--- src/common/compact_timer_pkg.sv ---
// Constants shared by the compact timer and its two helper modules.
// Assumes an 8-bit register port and a 10-bit up counter.
package compact_timer_pkg;

    // ==========================================
    // Widths and counts
    localparam int CNT_W = 10;
    localparam logic [10:0] FULL_PERIOD = 11'h400;
    localparam logic [9:0] CNT_MAX = 10'h3ff;
    localparam int PERIOD_LSB = 7;

    // ==========================================
    // Register offsets
    localparam logic [7:0] OFS_CLOCK_CTRL = 8'h00;
    localparam logic [7:0] OFS_MODE_CTRL = 8'h01;
    localparam logic [7:0] OFS_CNT_LOW = 8'h02;
    localparam logic [7:0] OFS_CNT_HIGH = 8'h03;
    localparam logic [7:0] OFS_CMP_LOW = 8'h04;
    localparam logic [7:0] OFS_CMP_HIGH = 8'h05;
    localparam logic [7:0] OFS_FLAGS = 8'h06;

    // ==========================================
    // Reset values
    localparam logic [7:0] RST_CLOCK_CTRL = 8'h00;
    localparam logic [7:0] RST_MODE_CTRL = 8'h00;
    localparam logic [9:0] RST_CNT = 10'h000;
    localparam logic [9:0] RST_CMP = 10'h000;
    localparam logic [7:0] RST_BYTE = 8'h00;

    // ==========================================
    // Field positions, clock control register
    localparam int POS_PAUSE = 7;
    localparam int POS_CLKSEL = 4;
    localparam int POS_ENABLE = 3;
    localparam int POS_PERIOD = 0;

    // ==========================================
    // Field positions, mode control register
    localparam int POS_MODE = 6;
    localparam int POS_PINFN = 4;
    localparam int POS_LEVEL = 3;
    localparam int POS_POL = 2;
    localparam int POS_SWAP = 1;
    localparam int POS_CCLR = 0;

    // ==========================================
    // Flag register bits
    localparam int POS_FLAG_A = 0;
    localparam int POS_FLAG_P = 1;

    // ==========================================
    // Operating modes
    typedef enum logic [1:0] {
        MODE_COMPARE = 2'h0,
        MODE_UNDEF = 2'h1,
        MODE_PWM = 2'h2,
        MODE_TIMER = 2'h3
    } timer_mode_e;

    // ==========================================
    // Counter clock sources
    localparam logic [2:0] CKS_SYS_DIV4 = 3'h0;
    localparam logic [2:0] CKS_SYS = 3'h1;
    localparam logic [2:0] CKS_H_DIV16 = 3'h2;
    localparam logic [2:0] CKS_H_DIV64 = 3'h3;
    localparam logic [2:0] CKS_SUB_A = 3'h4;
    localparam logic [2:0] CKS_SUB_B = 3'h5;
    localparam logic [2:0] CKS_EXT_RISE = 3'h6;
    localparam logic [2:0] CKS_EXT_FALL = 3'h7;

    // ==========================================
    // Pin function codes
    localparam logic [1:0] PFN_0 = 2'h0;
    localparam logic [1:0] PFN_1 = 2'h1;
    localparam logic [1:0] PFN_2 = 2'h2;
    localparam logic [1:0] PFN_3 = 2'h3;

endpackage

--- src/rtl/compact_timer.sv ---
// Compact 10-bit timer with full-width and period comparators.
// Assumes a single-cycle register port; pins are asynchronous to sys_clk_in.
module compact_timer (
    // Clock and reset
    input wire logic sys_clk_in,
    input wire logic rst_n_in,
    // Register port
    input wire logic [7:0] reg_addr_in,
    input wire logic [7:0] reg_wdata_in,
    input wire logic reg_wr_in,
    input wire logic reg_rd_in,
    output logic [7:0] reg_rdata_out,
    // Clock pins
    input wire logic external_clock_pin_in,
    input wire logic sub_clock_in,
    // Output pins
    output logic timer_output_pin_out,
    output logic timer_output_pin_inverted_out,
    // Request flags
    output logic compare_a_flag_out,
    output logic period_flag_out
);

    // ==========================================
    // Declarations
    logic [7:0] timer_clock_control_reg;
    logic [7:0] timer_mode_control_reg;
    logic [9:0] count_reg;
    logic [9:0] full_compare_register_reg;
    logic [7:0] byte_buffer_reg;
    logic [7:0] rdata_next;
    logic enable_prev_reg;
    logic count_tick;
    logic start_pulse;
    logic run_count;
    logic [10:0] count_inc;
    logic count_overflow;
    logic period_match;
    logic full_match;
    logic clear_now;
    logic event_a;
    logic event_p;
    logic [10:0] period_span;
    logic [10:0] duty_value;
    logic pwm_active;
    logic wr_clock;
    logic wr_mode;
    logic wr_cmp_low;
    logic wr_cmp_high;
    logic wr_flags;
    logic rd_cnt_high;
    logic rd_cmp_high;

    // Control fields
    logic counter_pause_bit;
    logic [2:0] counter_clock_select;
    logic timer_enable_bit;
    logic [2:0] period_compare_value;
    logic [1:0] operating_mode_field;
    logic [1:0] pin_function_field;
    logic output_level_control;
    logic output_polarity_invert;
    logic pwm_role_swap;
    logic clear_source_select;
    logic is_pwm;

    assign counter_pause_bit = timer_clock_control_reg[compact_timer_pkg::POS_PAUSE];
    assign counter_clock_select =
        timer_clock_control_reg[compact_timer_pkg::POS_CLKSEL +: 3];
    assign timer_enable_bit = timer_clock_control_reg[compact_timer_pkg::POS_ENABLE];
    assign period_compare_value =
        timer_clock_control_reg[compact_timer_pkg::POS_PERIOD +: 3];
    assign operating_mode_field = timer_mode_control_reg[compact_timer_pkg::POS_MODE +: 2];
    assign pin_function_field = timer_mode_control_reg[compact_timer_pkg::POS_PINFN +: 2];
    assign output_level_control = timer_mode_control_reg[compact_timer_pkg::POS_LEVEL];
    assign output_polarity_invert = timer_mode_control_reg[compact_timer_pkg::POS_POL];
    assign pwm_role_swap = timer_mode_control_reg[compact_timer_pkg::POS_SWAP];
    assign clear_source_select = timer_mode_control_reg[compact_timer_pkg::POS_CCLR];
    assign is_pwm = operating_mode_field == compact_timer_pkg::MODE_PWM;

    // ==========================================
    // Register decode
    assign wr_clock = reg_wr_in && reg_addr_in == compact_timer_pkg::OFS_CLOCK_CTRL;
    assign wr_mode = reg_wr_in && reg_addr_in == compact_timer_pkg::OFS_MODE_CTRL;
    assign wr_cmp_low = reg_wr_in && reg_addr_in == compact_timer_pkg::OFS_CMP_LOW;
    assign wr_cmp_high = reg_wr_in && reg_addr_in == compact_timer_pkg::OFS_CMP_HIGH;
    assign wr_flags = reg_wr_in && reg_addr_in == compact_timer_pkg::OFS_FLAGS;
    assign rd_cnt_high = reg_rd_in && reg_addr_in == compact_timer_pkg::OFS_CNT_HIGH;
    assign rd_cmp_high = reg_rd_in && reg_addr_in == compact_timer_pkg::OFS_CMP_HIGH;

    // ==========================================
    // Control registers
    always_ff @(posedge sys_clk_in) begin
        if (!rst_n_in) begin
            timer_clock_control_reg <= compact_timer_pkg::RST_CLOCK_CTRL;
        end else if (wr_clock) begin
            timer_clock_control_reg <= reg_wdata_in;
        end
    end

    always_ff @(posedge sys_clk_in) begin
        if (!rst_n_in) begin
            timer_mode_control_reg <= compact_timer_pkg::RST_MODE_CTRL;
        end else if (wr_mode) begin
            timer_mode_control_reg <= reg_wdata_in;
        end
    end

    // ==========================================
    // Low-byte buffer and full compare value
    always_ff @(posedge sys_clk_in) begin
        if (!rst_n_in) begin
            byte_buffer_reg <= compact_timer_pkg::RST_BYTE;
        end else if (wr_cmp_low) begin
            byte_buffer_reg <= reg_wdata_in;
        end else if (rd_cnt_high) begin
            byte_buffer_reg <= count_reg[7:0];
        end else if (rd_cmp_high) begin
            byte_buffer_reg <= full_compare_register_reg[7:0];
        end
    end

    always_ff @(posedge sys_clk_in) begin
        if (!rst_n_in) begin
            full_compare_register_reg <= compact_timer_pkg::RST_CMP;
        end else if (wr_cmp_high) begin
            full_compare_register_reg <= {reg_wdata_in[1:0], byte_buffer_reg};
        end
    end

    // ==========================================
    // Enable edge detection
    always_ff @(posedge sys_clk_in) begin
        if (!rst_n_in) begin
            enable_prev_reg <= 1'b0;
        end else begin
            enable_prev_reg <= timer_enable_bit;
        end
    end

    assign start_pulse = timer_enable_bit && !enable_prev_reg;

    // ==========================================
    // Count clock
    count_tick_gen u_tick (
        .sys_clk_in(sys_clk_in),
        .rst_n_in(rst_n_in),
        .clk_sel_in(counter_clock_select),
        .ext_pin_in(external_clock_pin_in),
        .sub_clk_in(sub_clock_in),
        .tick_out(count_tick)
    );

    // ==========================================
    // Comparators
    assign run_count = count_tick && timer_enable_bit && !counter_pause_bit
        && !start_pulse;
    assign count_inc = {1'b0, count_reg} + 11'h001;
    assign count_overflow = count_reg == compact_timer_pkg::CNT_MAX;

    // Period compare on top three bits, zero falls back to overflow
    always_comb begin
        if (period_compare_value == 3'h0) begin
            period_match = count_overflow;
        end else begin
            period_match = count_inc[9:compact_timer_pkg::PERIOD_LSB] == period_compare_value
                && count_inc[compact_timer_pkg::PERIOD_LSB-1:0] == 7'h00;
        end
    end

    // Zero compare value never matches; counter then overflows
    assign full_match = full_compare_register_reg != 10'h000
        && count_inc[9:0] == full_compare_register_reg;

    always_comb begin
        if (is_pwm) begin
            clear_now = pwm_role_swap ? full_match : period_match;
        end else begin
            clear_now = clear_source_select ? full_match : period_match;
        end
    end

    assign event_a = run_count && full_match;
    assign event_p = run_count && period_match
        && (is_pwm || !clear_source_select);

    // ==========================================
    // Counter
    always_ff @(posedge sys_clk_in) begin
        if (!rst_n_in) begin
            count_reg <= compact_timer_pkg::RST_CNT;
        end else if (start_pulse) begin
            count_reg <= compact_timer_pkg::RST_CNT;
        end else if (run_count) begin
            if (clear_now) begin
                count_reg <= compact_timer_pkg::RST_CNT;
            end else begin
                count_reg <= count_inc[9:0];
            end
        end
    end

    // ==========================================
    // PWM waveform
    assign period_span = period_compare_value == 3'h0 ? compact_timer_pkg::FULL_PERIOD
        : {1'b0, period_compare_value, 7'h00};
    assign duty_value = pwm_role_swap ? period_span
        : {1'b0, full_compare_register_reg};
    assign pwm_active = {1'b0, count_reg} < duty_value;

    timer_pin_stage u_pin (
        .sys_clk_in(sys_clk_in),
        .rst_n_in(rst_n_in),
        .mode_in(operating_mode_field),
        .pin_fn_in(pin_function_field),
        .level_in(output_level_control),
        .pol_in(output_polarity_invert),
        .start_in(start_pulse),
        .match_a_in(event_a && operating_mode_field == compact_timer_pkg::MODE_COMPARE),
        .pwm_active_in(pwm_active),
        .pin_out(timer_output_pin_out),
        .pin_b_out(timer_output_pin_inverted_out)
    );

    // ==========================================
    // Request flags, set wins over write-one clear
    always_ff @(posedge sys_clk_in) begin
        if (!rst_n_in) begin
            compare_a_flag_out <= 1'b0;
        end else if (event_a) begin
            compare_a_flag_out <= 1'b1;
        end else if (wr_flags && reg_wdata_in[compact_timer_pkg::POS_FLAG_A]) begin
            compare_a_flag_out <= 1'b0;
        end
    end

    always_ff @(posedge sys_clk_in) begin
        if (!rst_n_in) begin
            period_flag_out <= 1'b0;
        end else if (event_p) begin
            period_flag_out <= 1'b1;
        end else if (wr_flags && reg_wdata_in[compact_timer_pkg::POS_FLAG_P]) begin
            period_flag_out <= 1'b0;
        end
    end

    // ==========================================
    // Read data
    always_comb begin
        rdata_next = 8'h00;
        if (reg_rd_in) begin
            case (reg_addr_in)
                compact_timer_pkg::OFS_CLOCK_CTRL: rdata_next = timer_clock_control_reg;
                compact_timer_pkg::OFS_MODE_CTRL: rdata_next = timer_mode_control_reg;
                compact_timer_pkg::OFS_CNT_LOW: rdata_next = byte_buffer_reg;
                compact_timer_pkg::OFS_CNT_HIGH: rdata_next = {6'h00, count_reg[9:8]};
                compact_timer_pkg::OFS_CMP_LOW: rdata_next = byte_buffer_reg;
                compact_timer_pkg::OFS_CMP_HIGH:
                    rdata_next = {6'h00, full_compare_register_reg[9:8]};
                compact_timer_pkg::OFS_FLAGS:
                    rdata_next = {6'h00, period_flag_out, compare_a_flag_out};
                default: rdata_next = 8'h00;
            endcase
        end
    end

    always_ff @(posedge sys_clk_in) begin
        if (!rst_n_in) begin
            reg_rdata_out <= 8'h00;
        end else begin
            reg_rdata_out <= rdata_next;
        end
    end

endmodule

--- src/rtl/count_tick_gen.sv ---
// Counter clock source selection, producing a one-cycle count tick.
// Assumes the high-speed clock equals the system clock; pins are asynchronous.
module count_tick_gen (
    // Clock and reset
    input wire logic sys_clk_in,
    input wire logic rst_n_in,
    // Control
    input wire logic [2:0] clk_sel_in,
    // Asynchronous pins
    input wire logic ext_pin_in,
    input wire logic sub_clk_in,
    // Tick
    output logic tick_out
);

    // ==========================================
    // Pin synchronisers with agreement filter
    logic [2:0] ext_sync_reg;
    logic [2:0] sub_sync_reg;
    logic ext_filt_reg;
    logic sub_filt_reg;
    logic [5:0] pre_reg;
    logic tick_next;

    always_ff @(posedge sys_clk_in) begin
        if (!rst_n_in) begin
            ext_sync_reg <= 3'h0;
            sub_sync_reg <= 3'h0;
            ext_filt_reg <= 1'b0;
            sub_filt_reg <= 1'b0;
        end else begin
            ext_sync_reg <= {ext_sync_reg[1:0], ext_pin_in};
            sub_sync_reg <= {sub_sync_reg[1:0], sub_clk_in};
            if (ext_sync_reg[1] == ext_sync_reg[2]) begin
                ext_filt_reg <= ext_sync_reg[2];
            end
            if (sub_sync_reg[1] == sub_sync_reg[2]) begin
                sub_filt_reg <= sub_sync_reg[2];
            end
        end
    end

    // ==========================================
    // Prescaler and selection
    always_ff @(posedge sys_clk_in) begin
        if (!rst_n_in) begin
            pre_reg <= 6'h00;
        end else begin
            pre_reg <= pre_reg + 6'h01;
        end
    end

    always_comb begin
        case (clk_sel_in)
            compact_timer_pkg::CKS_SYS_DIV4: tick_next = &pre_reg[1:0];
            compact_timer_pkg::CKS_SYS: tick_next = 1'b1;
            compact_timer_pkg::CKS_H_DIV16: tick_next = &pre_reg[3:0];
            compact_timer_pkg::CKS_H_DIV64: tick_next = &pre_reg;
            compact_timer_pkg::CKS_SUB_A,
            compact_timer_pkg::CKS_SUB_B: tick_next = sub_filt_reg == 1'b0
                && sub_sync_reg[1] && sub_sync_reg[2];
            compact_timer_pkg::CKS_EXT_RISE: tick_next = ext_filt_reg == 1'b0
                && ext_sync_reg[1] && ext_sync_reg[2];
            compact_timer_pkg::CKS_EXT_FALL: tick_next = ext_filt_reg == 1'b1
                && !ext_sync_reg[1] && !ext_sync_reg[2];
            default: tick_next = 1'b0;
        endcase
    end

    always_ff @(posedge sys_clk_in) begin
        if (!rst_n_in) begin
            tick_out <= 1'b0;
        end else begin
            tick_out <= tick_next;
        end
    end

endmodule

--- src/rtl/timer_pin_stage.sv ---
// Output pin logic for compare-match and PWM modes, with polarity.
// Assumes start and match inputs are one-cycle pulses on sys_clk_in.
module timer_pin_stage (
    // Clock and reset
    input wire logic sys_clk_in,
    input wire logic rst_n_in,
    // Configuration
    input wire logic [1:0] mode_in,
    input wire logic [1:0] pin_fn_in,
    input wire logic level_in,
    input wire logic pol_in,
    // Events
    input wire logic start_in,
    input wire logic match_a_in,
    input wire logic pwm_active_in,
    // Pins
    output logic pin_out,
    output logic pin_b_out
);

    logic cmp_level_reg;
    logic level_next;

    // ==========================================
    // Compare-match pin state
    always_ff @(posedge sys_clk_in) begin
        if (!rst_n_in) begin
            cmp_level_reg <= 1'b0;
        end else if (start_in) begin
            cmp_level_reg <= level_in;
        end else if (match_a_in) begin
            case (pin_fn_in)
                compact_timer_pkg::PFN_1: cmp_level_reg <= 1'b0;
                compact_timer_pkg::PFN_2: cmp_level_reg <= 1'b1;
                compact_timer_pkg::PFN_3: cmp_level_reg <= ~cmp_level_reg;
                default: cmp_level_reg <= cmp_level_reg;
            endcase
        end
    end

    // ==========================================
    // Mode selection and polarity
    always_comb begin
        level_next = 1'b0;
        case (mode_in)
            compact_timer_pkg::MODE_COMPARE: level_next = cmp_level_reg ^ pol_in;
            compact_timer_pkg::MODE_PWM: begin
                case (pin_fn_in)
                    compact_timer_pkg::PFN_1: level_next = level_in;
                    compact_timer_pkg::PFN_2: level_next = pwm_active_in ? level_in : ~level_in;
                    default: level_next = ~level_in;
                endcase
                level_next = level_next ^ pol_in;
            end
            default: level_next = 1'b0;
        endcase
    end

    always_ff @(posedge sys_clk_in) begin
        if (!rst_n_in) begin
            pin_out <= 1'b0;
            pin_b_out <= 1'b1;
        end else begin
            pin_out <= level_next;
            pin_b_out <= ~level_next;
        end
    end

endmodule

--- config.mk ---
export PLATFORM = sky130hd
export DESIGN_NAME = compact_timer
export DESIGN_NICKNAME = d
export VERILOG_FILES = /design/src/common/compact_timer_pkg.sv /design/src/rtl/compact_timer.sv /design/src/rtl/count_tick_gen.sv /design/src/rtl/timer_pin_stage.sv
export SDC_FILE = /design/constraint.sdc
export NUM_CORES = 1
export LEC_CHECK = 0
export CORE_UTILIZATION = 55
export CTS_CLUSTER_DIAMETER = 80
export DETAILED_ROUTE_END_ITERATION = 8
export DONT_BUFFER_PORTS = 1
export PLACE_DENSITY = 0.8
export REMOVE_ABC_BUFFERS = 1
export SETUP_SLACK_MARGIN = 0.05
export SYNTH_ARGS = -nofsm -noshare
export SYNTH_HDL_FRONTEND = slang
export SYNTH_SLANG_ARGS = --single-unit
--- constraint.sdc ---
create_clock -name sys_clk_in -period 5.15 [get_ports sys_clk_in]
set_input_delay 1.03 -clock sys_clk_in [delete_from_list [all_inputs] [get_ports sys_clk_in]]
set_output_delay 1.03 -clock sys_clk_in [all_outputs]
set_load 0.02 [all_outputs]
==> run summary <==
number of rows in the core area - 31
Setup TNS Final - 0 ns
FF-to-FF End - count_reg[5]
clock slew at reported path FFs - 0.10 ns
RSZ-0062 raised after global routing - false
slowest CP cell - sky130_fd_sc_hd__dfxtp_1
synthesized area - 4160 sq um
detailed-route wire length - 10390 um
total number of nets in the final design - 528
peak ir drop on the vdd network - 0.2184 mV
DRC errors left - 0
Unique masters post-synth - 51
Hold Path Stages - 1
post-DR vias/cell - 6.161
Post-Synthesis Cells - 507
antenna violations before repair - 0
pins over their slew limit - 0
Seq/Total Area, Yosys - 0.3513
core region area - 7292 sq um
Synth Area per Inst - 8.206 sq um
cell seen most often among critical-path stages - sky130_fd_sc_hd__and3_1
starting density of the core - 0.5705
growth of design area from synthesis to finish - 4.872%
number of buffers on the longest clock path - 2
routed wirelength normalized by instance count - 17.46 um
Setup Fix Bufs, Post-CTS - 0
status - complete, no violations
count of max-cap constraint violations - 0
detailed-placement wirelength estimate - 7417 um
clock insertion delay at the later pin of the skew report - 0.36 ns
final RePlAce weighted congestion - 0.9352
most instantiated flip-flop cell in the synthesis netlist - sky130_fd_sc_hd__dfxtp_1
Horiz. Die Dim - 88.97 um
first-iteration detailed-routing DRC count - 402
leakage power - 1.586 nW
final critical-path share of the clock period - 0.5634
reg-to-reg critical path startpoint - count_reg[0]
clock tree from TritonCTS - built
top cell type by total area after synthesis - sky130_fd_sc_hd__dfxtp_1
area share of the largest cell type after synthesis - 0.3513
layout filler cell count - 661
crit path cell chain - ha_1 > and3_1 > and3_1 > xnor2_1 > nand3_1 > nor4_1 > a41oi_1 > nand2b_1 > nor2_1
y dimension of the die - 88.97 um
fraction of final layout cells sized beyond drive strength 1 - 0.04234
clock tree root driver cell - sky130_fd_sc_hd__clkbuf_8
Synth async-reset ratio - 0
critical path class - reg2reg
data arrival time of the worst path - 3.15 ns
clock buffers created by TritonCTS - 9
Warnings, synthesis - 0
Antenna Violating Nets Remaining - 0
max_slew headroom - 0.3344
commonest cells in the netlist - sky130_fd_sc_hd__dfxtp_1 (73), sky130_fd_sc_hd__nand2_1 (48), sky130_fd_sc_hd__nor2_1 (44), sky130_fd_sc_hd__nor2b_1 (36), sky130_fd_sc_hd__a21oi_1 (34)
Pwr per Cell Area - 233.9 nW/um^2
slew at the pin closest to its max-slew limit - 0.9908 ns
port bufs - 0
die outline area - 7916 sq um
number of detailed-route iterations in the first pass - 5
global-route wire length before repair - 16440 um
sink of the worst hold path - u_tick.sub_sync_reg[1]
biggest fanout along the worst timing path - 13
Fin. Hold Viols - 0
vias post-DR - 3666
Worst setup SP type - register
worst hold path startpoint - u_tick.sub_sync_reg[0]
vias in the first global route - 3368
cell count of the worst reg-to-reg path - 9
data required time at the worst endpoint - 5.40 ns
Post-CTS Hold Fix Bufs - 0
total number of H-tree levels - 3
Reg2Reg Setup Slack - 2.25 ns
worst min path class - reg2reg
delay of the slowest cell on the worst path - 0.57 ns
most frequent cell after synthesis - sky130_fd_sc_hd__dfxtp_1
Critical Path Sink Type - register
number of synthesized register bits - 73
final global-route overflow total - 0
Max Clk Rate - 344.7 MHz
synth top area cells - sky130_fd_sc_hd__dfxtp_1 (35%), sky130_fd_sc_hd__mux2i_1 (7.7%), sky130_fd_sc_hd__nor2b_1 (5.4%)
maximum clock skew at final layout - 0.01700 ns
maximum number of pins on one net before global-route repair - 56
number of antenna diodes - 0
clock period minus worst slack - 2.901 ns
count of flip-flops with a built-in enable after synthesis - 0
Tot Pwr - 0.001020 W
global-route usage over all layers - 0.2725
Top Ports - 34
Clock Sink Count - 73
number of failing setup endpoints in the final timing report - 0
post-CTS sizing - 0
worst max path at each step:
stage | startpoint | endpoint | cells after the start
after global placement | reg_addr_in[3] | byte_buffer_reg[3] | 7
after CTS | count_reg[0] | count_reg[5] | 9
after detailed placement | reg_addr_in[3] | byte_buffer_reg[0] | 7
after global routing | count_reg[0] | count_reg[2] | 9
final | count_reg[0] | count_reg[5] | 9
after floorplan | reg_addr_in[3] | timer_clock_control_reg[0] | 6
placed cells by master (no fill, tap or decap), types with 5 or more instances in the layout:
master / n
sky130_fd_sc_hd__nand3_1: 24
sky130_fd_sc_hd__dfxtp_1: 73
sky130_fd_sc_hd__a211oi_1: 11
sky130_fd_sc_hd__and2_1: 13
sky130_fd_sc_hd__inv_1: 9
sky130_fd_sc_hd__a21boi_0: 12
sky130_fd_sc_hd__nor2b_1: 36
sky130_fd_sc_hd__ha_1: 15
sky130_fd_sc_hd__xnor2_1: 11
sky130_fd_sc_hd__nor4_1: 6
sky130_fd_sc_hd__nand4_1: 5
sky130_fd_sc_hd__clkbuf_8: 9
sky130_fd_sc_hd__xor2_1: 13
sky130_fd_sc_hd__a22oi_1: 9
sky130_fd_sc_hd__nor3_1: 11
sky130_fd_sc_hd__nand2_1: 48
sky130_fd_sc_hd__mux2i_1: 32
sky130_fd_sc_hd__o21ai_0: 17
sky130_fd_sc_hd__nor2_1: 44
sky130_fd_sc_hd__nand2b_1: 5
sky130_fd_sc_hd__a21oi_1: 34
critical path: cells and delay by family (launching register included):
| family | cells | cell delay [ns] |
|---|---|---|
| and+or+nand+nor | 6 | 1.52 |
| xor gates and xnor gates | 1 | 0.13 |
| AOI/OAI and AO/OA | 1 | 0.20 |
| adders and majority gates | 1 | 0.36 |
| DFF | 1 | 0.57 |
cell families (layout without fill, tap and decap cells):
| family | Yosys count | in the layout | share of synthesized area |
|---|---|---|---|
| mux | 33 | 33 | 0.07970 |
| buf+inv | 37 | 26 | 0.03669 |
| xor+xnor | 24 | 24 | 0.05053 |
| flops | 73 | 73 | 0.3513 |
| fa+ha+maj | 15 | 15 | 0.04511 |
| simple gates | 218 | 218 | 0.2707 |
| compound gates | 107 | 107 | 0.1660 |
through the flow:
step | std cells | setup WS, ns | util | hold WS, ns | instance area (sq um)
2_1_floorplan | 479 | 1.893 | - | 0.4118 | 4041
3_5_place_dp | 579 | 2.245 | 0.5731 | 0.4211 | 4179
4_1_cts | 595 | 2.305 | 0.5983 | 0.4534 | 4363
3_3_place_gp | 579 | 2.316 | 0.5731 | 0.4217 | 4179
6_report | 595 | 2.249 | 0.5983 | 0.4521 | 4363
5_1_grt | 595 | 2.044 | 0.5983 | 0.4660 | 4363
final cells by class:
cell class / count / area (sq um) / area share
multi-input cells: 397 / 2552 / 0.5850
flip-flops and latches: 73 / 1461 / 0.3350
clock buffers: 9 / 123.9 / 0.02839
well taps: 99 / 123.9 / 0.02839
clock inverters: 7 / 60.06 / 0.01377
inverters: 9 / 33.78 / 0.007743
repair buffers: 1 / 7.507 / 0.001721
power breakdown:
group,leakage [nW],internal [W],switching (W)
clock network,0.0848,0.000183,0.000244
logic,0.912,0.0000121,0.00000993
registers,0.589,0.000568,0.00000347
per-layer routing:
layer,share of wire,vias up,wire [um],GRT usage
met5,0,-,0,0
met4,0.033,0,344,0.1212
met3,0.084,40,874,0.06925
met2,0.46,187,4815,0.4524
met1,0.42,1686,4353,0.3350
li1,-,1753,-,-
Note: power is estimated with default switching activity, not from simulation.
